<file path="config.mk">
export PLATFORM = sky130hd
export DESIGN_NAME = mem_map_decoder
export DESIGN_NICKNAME = d
export VERILOG_FILES = /design/src/logic/mem_map_decoder.v /design/src/logic/region_lookup.v /design/src/logic/row_tracker.v
export VERILOG_INCLUDE_DIRS = /design/src /design/src/inc
export SDC_FILE = /design/constraint.sdc
export NUM_CORES = 1
export LEC_CHECK = 0
export BUFFER_PORTS_ARGS = -buffer_cell sky130_fd_sc_hd__buf_2
export CAP_MARGIN = 20
export CORE_MARGIN = 2
export CORE_UTILIZATION = 45
export DETAILED_ROUTE_END_ITERATION = 7
export GPL_TIMING_DRIVEN = 0
export PLACE_DENSITY = 0.74
export SETUP_SLACK_MARGIN = 0.3
export SYNTH_ARGS = -nofsm -noshare
export SYNTH_HDL_FRONTEND = slang
export SYNTH_SLANG_ARGS = --single-unit
</file>
<file path="constraint.sdc">
create_clock -name mclk -period 4.8 [get_ports mclk]
set_input_delay 0.72 -clock mclk [delete_from_list [all_inputs] [get_ports mclk]]
set_output_delay 0.72 -clock mclk [all_outputs]
set_load 0.02 [all_outputs]
</file>
<file path="src/inc/mem_map_defines.vh">
/*
 * address map constants for the processor memory map decoder: region bases,
 * limits, target codes and the boot vector.
 * assumes inclusion by bare name from the decoder files; definitions only.
 */
`ifndef MEM_MAP_DEFINES_VH
`define MEM_MAP_DEFINES_VH

// external region
`define SDRAM_BASE        32'h00000000
`define SDRAM_MIN_BYTES   32'h01000000
`define SDRAM_MAX_BYTES   32'h20000000
`define ASYNC_BASE        32'h20000000
`define ASYNC_BANK_BYTES  32'h00100000
`define ASYNC_END         32'h20400000
`define RESV_EXT_END      32'hef000000

// first-level data bank a and b
`define DBANK_A_BASE      32'hff800000
`define DBANK_A_CFG       32'hff804000
`define DBANK_A_END       32'hff808000
`define DBANK_B_BASE      32'hff900000
`define DBANK_B_CFG       32'hff904000
`define DBANK_B_END       32'hff908000

// first-level instruction memory
`define IMEM_BASE         32'hffa00000
`define IMEM_CFG          32'hffa10000
`define IMEM_END          32'hffa14000

// scratchpad and mapped register blocks
`define SCRATCH_BASE      32'hffb00000
`define SCRATCH_END       32'hffb01000
`define SYSREG_BASE       32'hffc00000
`define COREREG_BASE      32'hffe00000

// boot rom vector taken when boot strap selects rom
`define BOOT_ROM_VECTOR   32'hef000000

// target codes; the one-hot select bit is the code minus one
`define TGT_NONE          4'h0
`define TGT_SDRAM         4'h1
`define TGT_ASYNC         4'h2
`define TGT_DBANK_A       4'h3
`define TGT_DBANK_B       4'h4
`define TGT_IMEM          4'h5
`define TGT_SCRATCH       4'h6
`define TGT_SYSREG        4'h7
`define TGT_COREREG       4'h8

// row tracker: four internal sdram banks
`define SDRAM_IBANKS      4
`endif

</file>
<file path="src/logic/mem_map_decoder.v">
/*
 * processor memory map decoder: takes one access per cycle from the core
 * or a dma master and steers it to a first-level memory, the scratchpad,
 * a mapped register block, the sdram window or an async bank select.
 * assumes requesters hold no more than one access in flight and that
 * the other side samples the registered strobes one cycle after request.
 */
`timescale 1ns/100ps
`include "mem_map_defines.vh"

module mem_map_decoder #(
    parameter ROW_W = 13            // sdram row width
) (
    input  wire        mclk,          // 20 MHz system clock
    input  wire        resetn,        // synchronous reset, active low
    input  wire        ce,            // clock enable, freezes state when low
    input  wire        reqValid,      // access request strobe
    input  wire [31:0] reqAddr,       // byte address
    input  wire        reqWrite,      // write when high
    input  wire        reqSuper,      // requester in supervisor mode
    input  wire        reqDma,        // requester is a peripheral dma master
    input  wire        reqFetch,      // instruction fetch
    input  wire [1:0]  sdramSizeSel,  // 0:16M 1:64M 2:128M 3:512M
    input  wire        dCacheEnA,     // bank a upper half is cache
    input  wire        dCacheEnB,     // bank b upper half is cache
    input  wire        iCacheEn,      // instruction top 16K is cache
    input  wire        bootRom,       // boot strap pin, rom boot
    input  wire        busRequestInN, // external bus request, active low pin
    output reg         ackValid,      // access completed
    output reg         ackError,      // access refused or reserved
    output reg  [8:0]  selTarget,     // one-hot target select
    output reg  [3:0]  asyncBankSelN, // async bank selects, active low
    output reg         sdramRowHit,   // open row hit, no activate needed
    output reg  [1:0]  busWidthBytes, // external bus width, bytes
    output reg         busGranted,    // external pins released to other master
    output reg  [31:0] bootVector,    // execution start after reset
    output reg  [31:0] accessAddr     // address forwarded to target
);
    // sdram size decode, bytes
    reg [31:0] sdramBytes;
    always @* begin
        case (sdramSizeSel)
            2'h0:    sdramBytes = `SDRAM_MIN_BYTES;
            2'h1:    sdramBytes = 32'h04000000;
            2'h2:    sdramBytes = 32'h08000000;
            2'h3:    sdramBytes = `SDRAM_MAX_BYTES;
            default: sdramBytes = `SDRAM_MIN_BYTES;
        endcase
    end

    wire [3:0] target;
    wire [1:0] asyncBank;
    wire       cfgHalf;

    // one comparator tree for the whole flat space
    region_lookup uLookup (
        .addr       (reqAddr),
        .sdramBytes (sdramBytes),
        .target     (target),
        .asyncBank  (asyncBank),
        .cfgHalf    (cfgHalf)
    );

    // bus request pin passes three flops; act when the last two agree
    reg [2:0] brSync;
    reg       brActive;
    always @(posedge mclk) begin
        if (!resetn) begin
            brSync   <= 3'h7;
            brActive <= 1'b0;
        end else if (ce) begin
            brSync <= {brSync[1:0], busRequestInN};
            if (brSync[2] == brSync[1])
                brActive <= ~brSync[2];
        end
    end

    // access legality: register blocks need supervisor, dma sees reserved
    wire isRegBlk  = (target == `TGT_SYSREG) || (target == `TGT_COREREG);
    wire regRefuse = isRegBlk && (reqDma || !reqSuper);
    // instruction memory holds code; scratchpad and data banks hold data
    wire fetchBad  = reqFetch && (target != `TGT_IMEM) && (target != `TGT_SDRAM)
                     && (target != `TGT_ASYNC);
    // cache-configured top 16K parts are owned by the cache, not sram
    wire cacheBusy = cfgHalf && ((target == `TGT_DBANK_A && dCacheEnA) ||
                                 (target == `TGT_DBANK_B && dCacheEnB) ||
                                 (target == `TGT_IMEM && iCacheEn));
    // external accesses wait while another master owns the pins
    wire extTarget = (target == `TGT_SDRAM) || (target == `TGT_ASYNC);
    wire stall     = extTarget && brActive;
    wire refuse    = (target == `TGT_NONE) || regRefuse || fetchBad || cacheBusy;

    // sdram row address: 16-bit bus, bank bits 23:22 above the row bits, row bits 21:9 above the columns
    wire [1:0]       rowBank = reqAddr[23:22];
    wire [ROW_W-1:0] rowAddr = reqAddr[ROW_W+8:9];
    wire             rowHit;
    wire             sdramGo = reqValid && !refuse && !stall &&
                               (target == `TGT_SDRAM);

    row_tracker #(.ROW_W(ROW_W)) uRows (
        .mclk   (mclk),
        .resetn (resetn),
        .ce     (ce),
        .access (sdramGo),
        .bank   (rowBank),
        .row    (rowAddr),
        .rowHit (rowHit)
    );

    // flags a request stalled last cycle while the external pins are taken
    reg        pending;
    reg [31:0] next_accessAddr;
    always @* begin
        next_accessAddr = accessAddr;
        if (reqValid && !refuse && !stall)
            next_accessAddr = reqAddr;
    end

    // one-hot target from the decoded code
    reg [8:0] next_sel;
    always @* begin
        next_sel = 9'h000;
        if (reqValid && !refuse && !stall && target != `TGT_NONE)
            next_sel[target - 4'h1] = 1'b1;
    end

    // registered answer; reserved and refused accesses touch no target
    always @(posedge mclk) begin
        if (!resetn) begin
            ackValid      <= 1'b0;
            ackError      <= 1'b0;
            selTarget     <= 9'h000;
            asyncBankSelN <= 4'hf;
            sdramRowHit   <= 1'b0;
            accessAddr    <= 32'h00000000;
            pending       <= 1'b0;
        end else if (ce) begin
            ackValid      <= 1'b0;
            ackError      <= 1'b0;
            selTarget     <= next_sel;
            asyncBankSelN <= 4'hf;
            sdramRowHit   <= 1'b0;
            accessAddr    <= next_accessAddr;
            pending       <= reqValid && !refuse && stall;
            if (reqValid) begin
                if (refuse) begin
                    ackValid <= 1'b1;
                    ackError <= 1'b1;
                end else if (!stall) begin
                    ackValid <= 1'b1;
                    if (target == `TGT_ASYNC)
                        asyncBankSelN <= ~(4'h1 << asyncBank);
                    if (target == `TGT_SDRAM)
                        sdramRowHit <= rowHit;
                end
            end
        end
    end

    // static bus facts and bus grant state
    always @(posedge mclk) begin
        if (!resetn) begin
            busWidthBytes <= 2'h2;
            busGranted    <= 1'b0;
        end else if (ce) begin
            busWidthBytes <= 2'h2;
            busGranted    <= brActive && !pending;
        end
    end

    // boot vector caught by a clocked process after reset release
    reg bootCaught;
    always @(posedge mclk) begin
        if (!resetn) begin
            bootCaught <= 1'b0;
            bootVector <= 32'h00000000;
        end else if (ce && !bootCaught) begin
            bootCaught <= 1'b1;
            bootVector <= bootRom ? `BOOT_ROM_VECTOR : `ASYNC_BASE;
        end
    end
endmodule

</file>
<file path="src/logic/region_lookup.v">
/*
 * combinational lookup of one 32-bit byte address into a target code,
 * an async bank number and a cache-capable flag.
 * assumes the defines header and a programmed sdram size in bytes.
 */
`timescale 1ns/100ps
`include "mem_map_defines.vh"

module region_lookup (
    input  wire [31:0] addr,        // byte address
    input  wire [31:0] sdramBytes,  // usable sdram size
    output reg  [3:0]  target,      // decoded target code
    output reg  [1:0]  asyncBank,   // async bank number
    output reg         cfgHalf      // top 16K sram/cache part
);
    // single flat space; anything not matched falls to reserved
    always @* begin
        target    = `TGT_NONE;
        asyncBank = 2'h0;
        cfgHalf   = 1'b0;
        if (addr < sdramBytes) begin
            target = `TGT_SDRAM;
        end else if (addr >= `ASYNC_BASE && addr < `ASYNC_END) begin
            target    = `TGT_ASYNC;
            asyncBank = addr[21:20];
        end else if (addr >= `DBANK_A_BASE && addr < `DBANK_A_END) begin
            target  = `TGT_DBANK_A;
            cfgHalf = (addr >= `DBANK_A_CFG);
        end else if (addr >= `DBANK_B_BASE && addr < `DBANK_B_END) begin
            target  = `TGT_DBANK_B;
            cfgHalf = (addr >= `DBANK_B_CFG);
        end else if (addr >= `IMEM_BASE && addr < `IMEM_END) begin
            target  = `TGT_IMEM;
            cfgHalf = (addr >= `IMEM_CFG);
        end else if (addr >= `SCRATCH_BASE && addr < `SCRATCH_END) begin
            target = `TGT_SCRATCH;
        end else if (addr >= `COREREG_BASE) begin
            target = `TGT_COREREG;
        end else if (addr >= `SYSREG_BASE) begin
            target = `TGT_SYSREG;
        end
        // async end up to internal memory stays TGT_NONE
    end
endmodule

</file>
<file path="src/logic/row_tracker.v">
/*
 * open-row bookkeeping for the sdram window, one entry per internal bank.
 * assumes accesses arrive as one-cycle strobes on the system clock.
 */
`timescale 1ns/100ps
`include "mem_map_defines.vh"

module row_tracker #(
    parameter ROW_W = 13            // row address width
) (
    input  wire             mclk,     // system clock
    input  wire             resetn,   // synchronous reset, active low
    input  wire             ce,       // clock enable
    input  wire             access,   // sdram access strobe
    input  wire [1:0]       bank,     // internal bank
    input  wire [ROW_W-1:0] row,      // row address
    output wire             rowHit    // row already open
);
    reg [`SDRAM_IBANKS-1:0] openValid;
    reg [ROW_W-1:0]         openRow [0:`SDRAM_IBANKS-1];

    assign rowHit = openValid[bank] && (openRow[bank] == row);

    // one open row per bank; a miss opens the new row
    genvar g;
    generate
        for (g = 0; g < `SDRAM_IBANKS; g = g + 1) begin : gBank
            always @(posedge mclk) begin
                if (!resetn) begin
                    openValid[g] <= 1'b0;
                    openRow[g]   <= {ROW_W{1'b0}};
                end else if (ce && access && bank == g) begin
                    openValid[g] <= 1'b1;
                    openRow[g]   <= row;
                end
            end
        end
    endgenerate
endmodule

</file>
# After elaboration in Yosys (flattened, before gate mapping)
# Memories as Yosys holds them, arrays and structs flattened.
# Index checks and enable logic that the tools add are counted.
[classes]
bitwise_logic = 6
n_eq_ne = 18
muxes = 52
shift = 1
n_reduce_logical = 47
addsub = 1
magnitude_cmp = 19
[ops]
columns = ["op", "count"]
rows = [
  [">= comparator 32 bit (second input constant)", 9],
  ["< comparator 32 bit (second input constant)", 4],
  ["case mux 32 bit (4 select lines)", 1],
  ["2-to-1 mux 13 bit", 4],
  ["2-to-1 mux 4 bit", 11],
  [">= comparator 32 x 30 -> 1 bit (second input constant)", 1],
  ["< comparator 32 x 30 -> 1 bit (second input constant)", 1],
  ["< comparator 32 bit", 1],
  ["2-to-1 mux 32 bit", 1],
  ["2-to-1 mux 1 bit", 29],
  ["logical AND 1 bit", 28],
  ["equality test 13 bit", 1],
  ["equality test 4 x 3 -> 1 bit (second input constant)", 3],
  ["2-to-1 mux 9 bit", 1],
  ["equality test 2 bit (second input constant)", 4],
  ["equality test 4 x 2 -> 1 bit (second input constant)", 2],
  ["logical OR 1 bit", 8],
  ["zero test 1 bit", 5],
  ["< comparator 4 x 5 -> 1 bit (second input constant)", 1],
  ["demux 1 bit (select 4 bit)", 1],
  ["equality test 2 x 1 -> 1 bit (second input constant)", 2],
  ["equality test 4 x 1 -> 1 bit (second input constant)", 1],
  ["equality test 4 bit (second input constant)", 1],
  [">= comparator 4 x 1 -> 1 bit (second input constant)", 1],
  ["other kinds (17)", 23],
]
[totals]
ff_bits = 91
n_memories = 1
input_bits = 47
out_inout_bits = 83
mem_bits_rw = 52
elab_cells = 161
[memory_table]
columns = ["memory", "depth", "word_bits", "rd", "rd_ports_with_merged_regs", "write_ports", "line_no", "source"]
rows = [
  ["uRows.openRow", 4, 13, 1, 0, 4, "row_tracker.v:20", "reg [ROW_W-1:0] openRow [0:`SDRAM_IBANKS-1];"],
]

# Depth between registers and ports, before layout
[logic_depth]
depth_word = 25
depth_mapped = 11
depth_no_buf = 9

# Modules after synthesis
# From an unflattened synthesis, not the netlist that was laid out.
[unflattened]
hier_cells = 620
area_unflattened_um2 = 6306.0
[modules_own_cells]
columns = ["module", "instances", "seq_area_each_um2", "area_per_inst_um2", "cells_per_inst"]
rows = [
  ["mem_map_decoder", 1, 1121.1, 2638.8, 293],
  ["row_tracker", 1, 1641.6, 2638.8, 184],
  ["region_lookup", 1, 0.0, 1028.5, 143],
]

# Least setup slack after synthesis
# OpenSTA, ideal clock, no wires.
[synth_path]
path_kind = "input to register"
start = "input port sdramSizeSel[0]"
end = "memory uRows.openRow[1][0] (enable)"
setup_slack_ns = 0.953
arrival_time_ns = 3.446
required_ns = 4.399
path_buffers = 0
setup_ns = 0.401
cell_stages = 9
path_cell_list = "nand2b_1 > ha_1 > a211o_1 > a221oi_4 > or2_1 > a211oi_1 > nor2_4 > nand2_1 > o21ai_0"
[synth_lines]
columns = ["item", "line_no", "source"]
rows = [
  ["start, declared", "mem_map_decoder.v:23", "input wire [1:0] sdramSizeSel,"],
  ["end, declared", "row_tracker.v:20", ""],
]

==> impl_metrics.env <==
export IMPL_status="finished clean"
export IMPL_root_buffer="clkbuf_16"
export IMPL_fin_crit_sh=0.804
export IMPL_die_area_um2=13400
export IMPL_floorplan_initialDensity=0.464
export IMPL_wl_per_cell_um=17.8
export IMPL_p_sw_uw=504
export IMPL_syn2layout_area_growth_pct=19.4
export IMPL_placed_area_um2=6440
export IMPL_synth_ff_type="dfxtp_1"
export IMPL_ys_seq_elements=112
export IMPL_pwr_share_comb=0.120
export IMPL_sw_frac_of_total=0.256
export IMPL_p_leak_uw=0.00254
export IMPL_pre_cts_ws_ns=0.561
export IMPL_layout_drive_gt1_share=0.333
export IMPL_drcViolationCount=0
export IMPL_rows=40
export IMPL_skew_ns=0.00719
export IMPL_fin_area_um2=6710
export IMPL_clock_path_buffers=2
export IMPL_grt_ovfl_total=0
export IMPL_viasPerCell=5.51
export IMPL_clk_latency_ns=0.36
export IMPL_dpl_hpwl_mm=11.1
export IMPL_cts_buffers=9
export IMPL_max_slew_margin=0.382
export IMPL_ctsResizeCount=0
export IMPL_r2r_start="brActive$_SDFFE_PN0P_"
export IMPL_seq_power_share=0.525
export IMPL_worst_slack_ns=0.940
export IMPL_worstMarginPinSlew_ns=0.921
export IMPL_synth_cells=542
export IMPL_syn_area_per_cell_um2=10.4
export IMPL_h_tree_depth=3
export IMPL_die_w_um=116
export IMPL_place_gp_congestion=0.921
export IMPL_final_net_count=727
export IMPL_yosysWarnings=0
export IMPL_min_to="selTarget[0]$_SDFFE_PN0P_"
export IMPL_holdBufCountCts=0
export IMPL_num_io_pins=130
export IMPL_fmax_mhz=259
export IMPL_regToRegSetupSlack_ns=2.32
export IMPL_cts_setup_buffers=0
export IMPL_finalHoldViolations=0
export IMPL_mappedNetlistArea_um2=5620
export IMPL_setup_viol=0
export IMPL_holdCritPathClass="flip-flop to flip-flop"
export IMPL_hold_slack_ns=0.444
export IMPL_endpoint_kind="flip-flop"
export IMPL_postRouteAntennaNets=0
export IMPL_grt_pass1_wl_mm=23.1
export IMPL_clk_pin_slew_worst_paths_ns=0.07
export IMPL_dp_cells=834
export IMPL_drv_cap=0
export IMPL_crit_arrival_ns=3.93
export IMPL_final_cells=850
export IMPL_grt_max_degree=19
export IMPL_yosysTopAreaCellShare=0.278
export IMPL_io_buffers=96
export IMPL_netlist_top_cell_by_area="edfxtp_1"
export IMPL_grt_pass1_vias=4332
export IMPL_rsz0062_at_grt="false"
export IMPL_hold_start="selTarget[0]$_SDFFE_PN0P_"
export IMPL_totalWireLength_mm=15.1
export IMPL_ir_worst_vdd_mv=0.182
export IMPL_drv_slew=0
export IMPL_rr_endpoint="uRows.openRow[1][9]$_SDFFCE_PN0P_"
export IMPL_final_cell_mix="buf_2, dfxtp_1, edfxtp_1"
export IMPL_critPathMaxFanout=9
export IMPL_p_per_area_nw_per_um2=293
export IMPL_drtIter0Drc=436
export IMPL_die_y_um=116
export IMPL_cts_tree="done"
export IMPL_clock_sinks=112
export IMPL_p_int_uw=1470
export IMPL_yosysSeqAreaShare=0.491
export IMPL_firstDrtPassIters=6
export IMPL_hold_depth=2
export IMPL_synthArstFlopShare=0
export IMPL_synth_cell_type_count=57
export IMPL_core_area_um2=12100
export IMPL_ff2ff_path_depth=6
export IMPL_ys_top_cells_by_area="edfxtp_1, dfxtp_1, nor3_2"
export IMPL_synth_edf_count=52
export IMPL_vias=4683
export IMPL_critPathRequiredTime_ns=4.87
export IMPL_antenna_found_initial=0
export IMPL_path_class="input pin to flip-flop"
export IMPL_grtUsageTotal=0.229
export IMPL_crit_path_start_kind="input pin"
export IMPL_period_needed_ns=3.86
export IMPL_mostFrequentLayoutCell="buf_2"
export IMPL_antenna_diode_count=0
export IMPL_clockPowerShare=0.355
cells in the mapped netlist (3+ instances only):
master	count
nor3_1	23
nand2b_1	9
nor4_1	4
nand3_1	38
buf_4	33
inv_1	16
ha_1	3
nand4_1	5
edfxtp_1	52
a21oi_1	41
nor2_1	19
and4_1	6
and2_1	4
a211oi_1	4
buf_2	15
o21ai_0	32
nor3_2	35
dfxtp_1	60
buf_6	5
o21ai_1	16
nand2_1	32
clkbuf_1	17
mux4_2	11
xnor2_1	12
mux2i_1	7
metal layers:
| layer | global-route usage | wire length (um) | vias up |
|---|---|---|---|
| li1 | - | - | 2183 |
| met3 | 0.0424 | 1070 | 16 |
| met1 | 0.315 | 6590 | 2253 |
| met5 | 0 | 0 | - |
| met2 | 0.368 | 7250 | 231 |
| met4 | 0.0746 | 233 | 0 |
state kept, by name (all words and copies together), names as in the netlist, 2 cells and up:
signal and cells:
selTarget 9, bootVector 2, brSync 3, asyncBankSelN 4, uRows.openRow 52, accessAddr 32, uRows.openValid 4
worst max-delay path, cell delays in order:
cell and delay [ns]:
buf_2 0.12, nand2b_1 0.15, ha_1 0.28, a211o_1 0.29, a221oi_4 0.54, or2_1 0.18, a211oi_1 0.10, nor2_4 0.31
nand2_1 0.22, o21ai_1 0.78, buf_6 0.23
final cells by class:
type | count | area (um^2)
clock buffer | 9 | 225
clock inverter | 7 | 46.3
sequential | 112 | 2760
tap | 168 | 210
multi-input combinational | 365 | 2430
buffer | 72 | 462
fill | 1096 | 5400
timing repair buffer | 99 | 510
inverter | 18 | 67.6
power by group through the flow:
stage	combinational [uW]	clock (uW)	sequential [uW]
floorplan	154	0	1060
finish	235	700	1030
global placement	226	0	1060
global route	253	748	1040
CTS	234	709	1030
detailed placement	232	0	1060
logic make-up (layout without fill, tap and decap cells):
family	Yosys count	after routing	share of synthesized area
AOI/OAI and AO/OA	109	109	0.113
adders and majority gates	3	3	0.00668
and+or+nand+nor	196	196	0.218
xor gates and xnor gates	12	12	0.0187
buffers and inverters	90	205	0.0941
DFF	112	112	0.491
muxes	18	18	0.0565
other	2	27	0.00134
metrics by stage:
| stage | setup TNS [ns] | util | total power, uW |
|---|---|---|---|
| after global routing | 0 | 0.554 | 2040 |
| after CTS | 0 | 0.554 | 1980 |
| after global placement | -11.68 | 0.529 | 1280 |
| final | 0 | 0.554 | 1970 |
| after floorplan | 0 | - | 1210 |
| after detailed placement | 0 | 0.532 | 1290 |
how the worst max path moves through the flow:
stage                                from                            endpoint
after global routing      sdramSizeSel[0]   uRows.openRow[1][2]$_SDFFCE_PN0P_
final                     sdramSizeSel[0]   uRows.openRow[1][9]$_SDFFCE_PN0P_
after global placement    sdramSizeSel[0]  uRows.openRow[2][10]$_SDFFCE_PN0P_
after CTS                 sdramSizeSel[0]   uRows.openRow[1][9]$_SDFFCE_PN0P_
after floorplan           sdramSizeSel[0]   uRows.openRow[1][0]$_SDFFCE_PN0P_
after detailed placement  sdramSizeSel[0]   uRows.openRow[1][7]$_SDFFCE_PN0P_
Power figures use the tool's default switching activity.
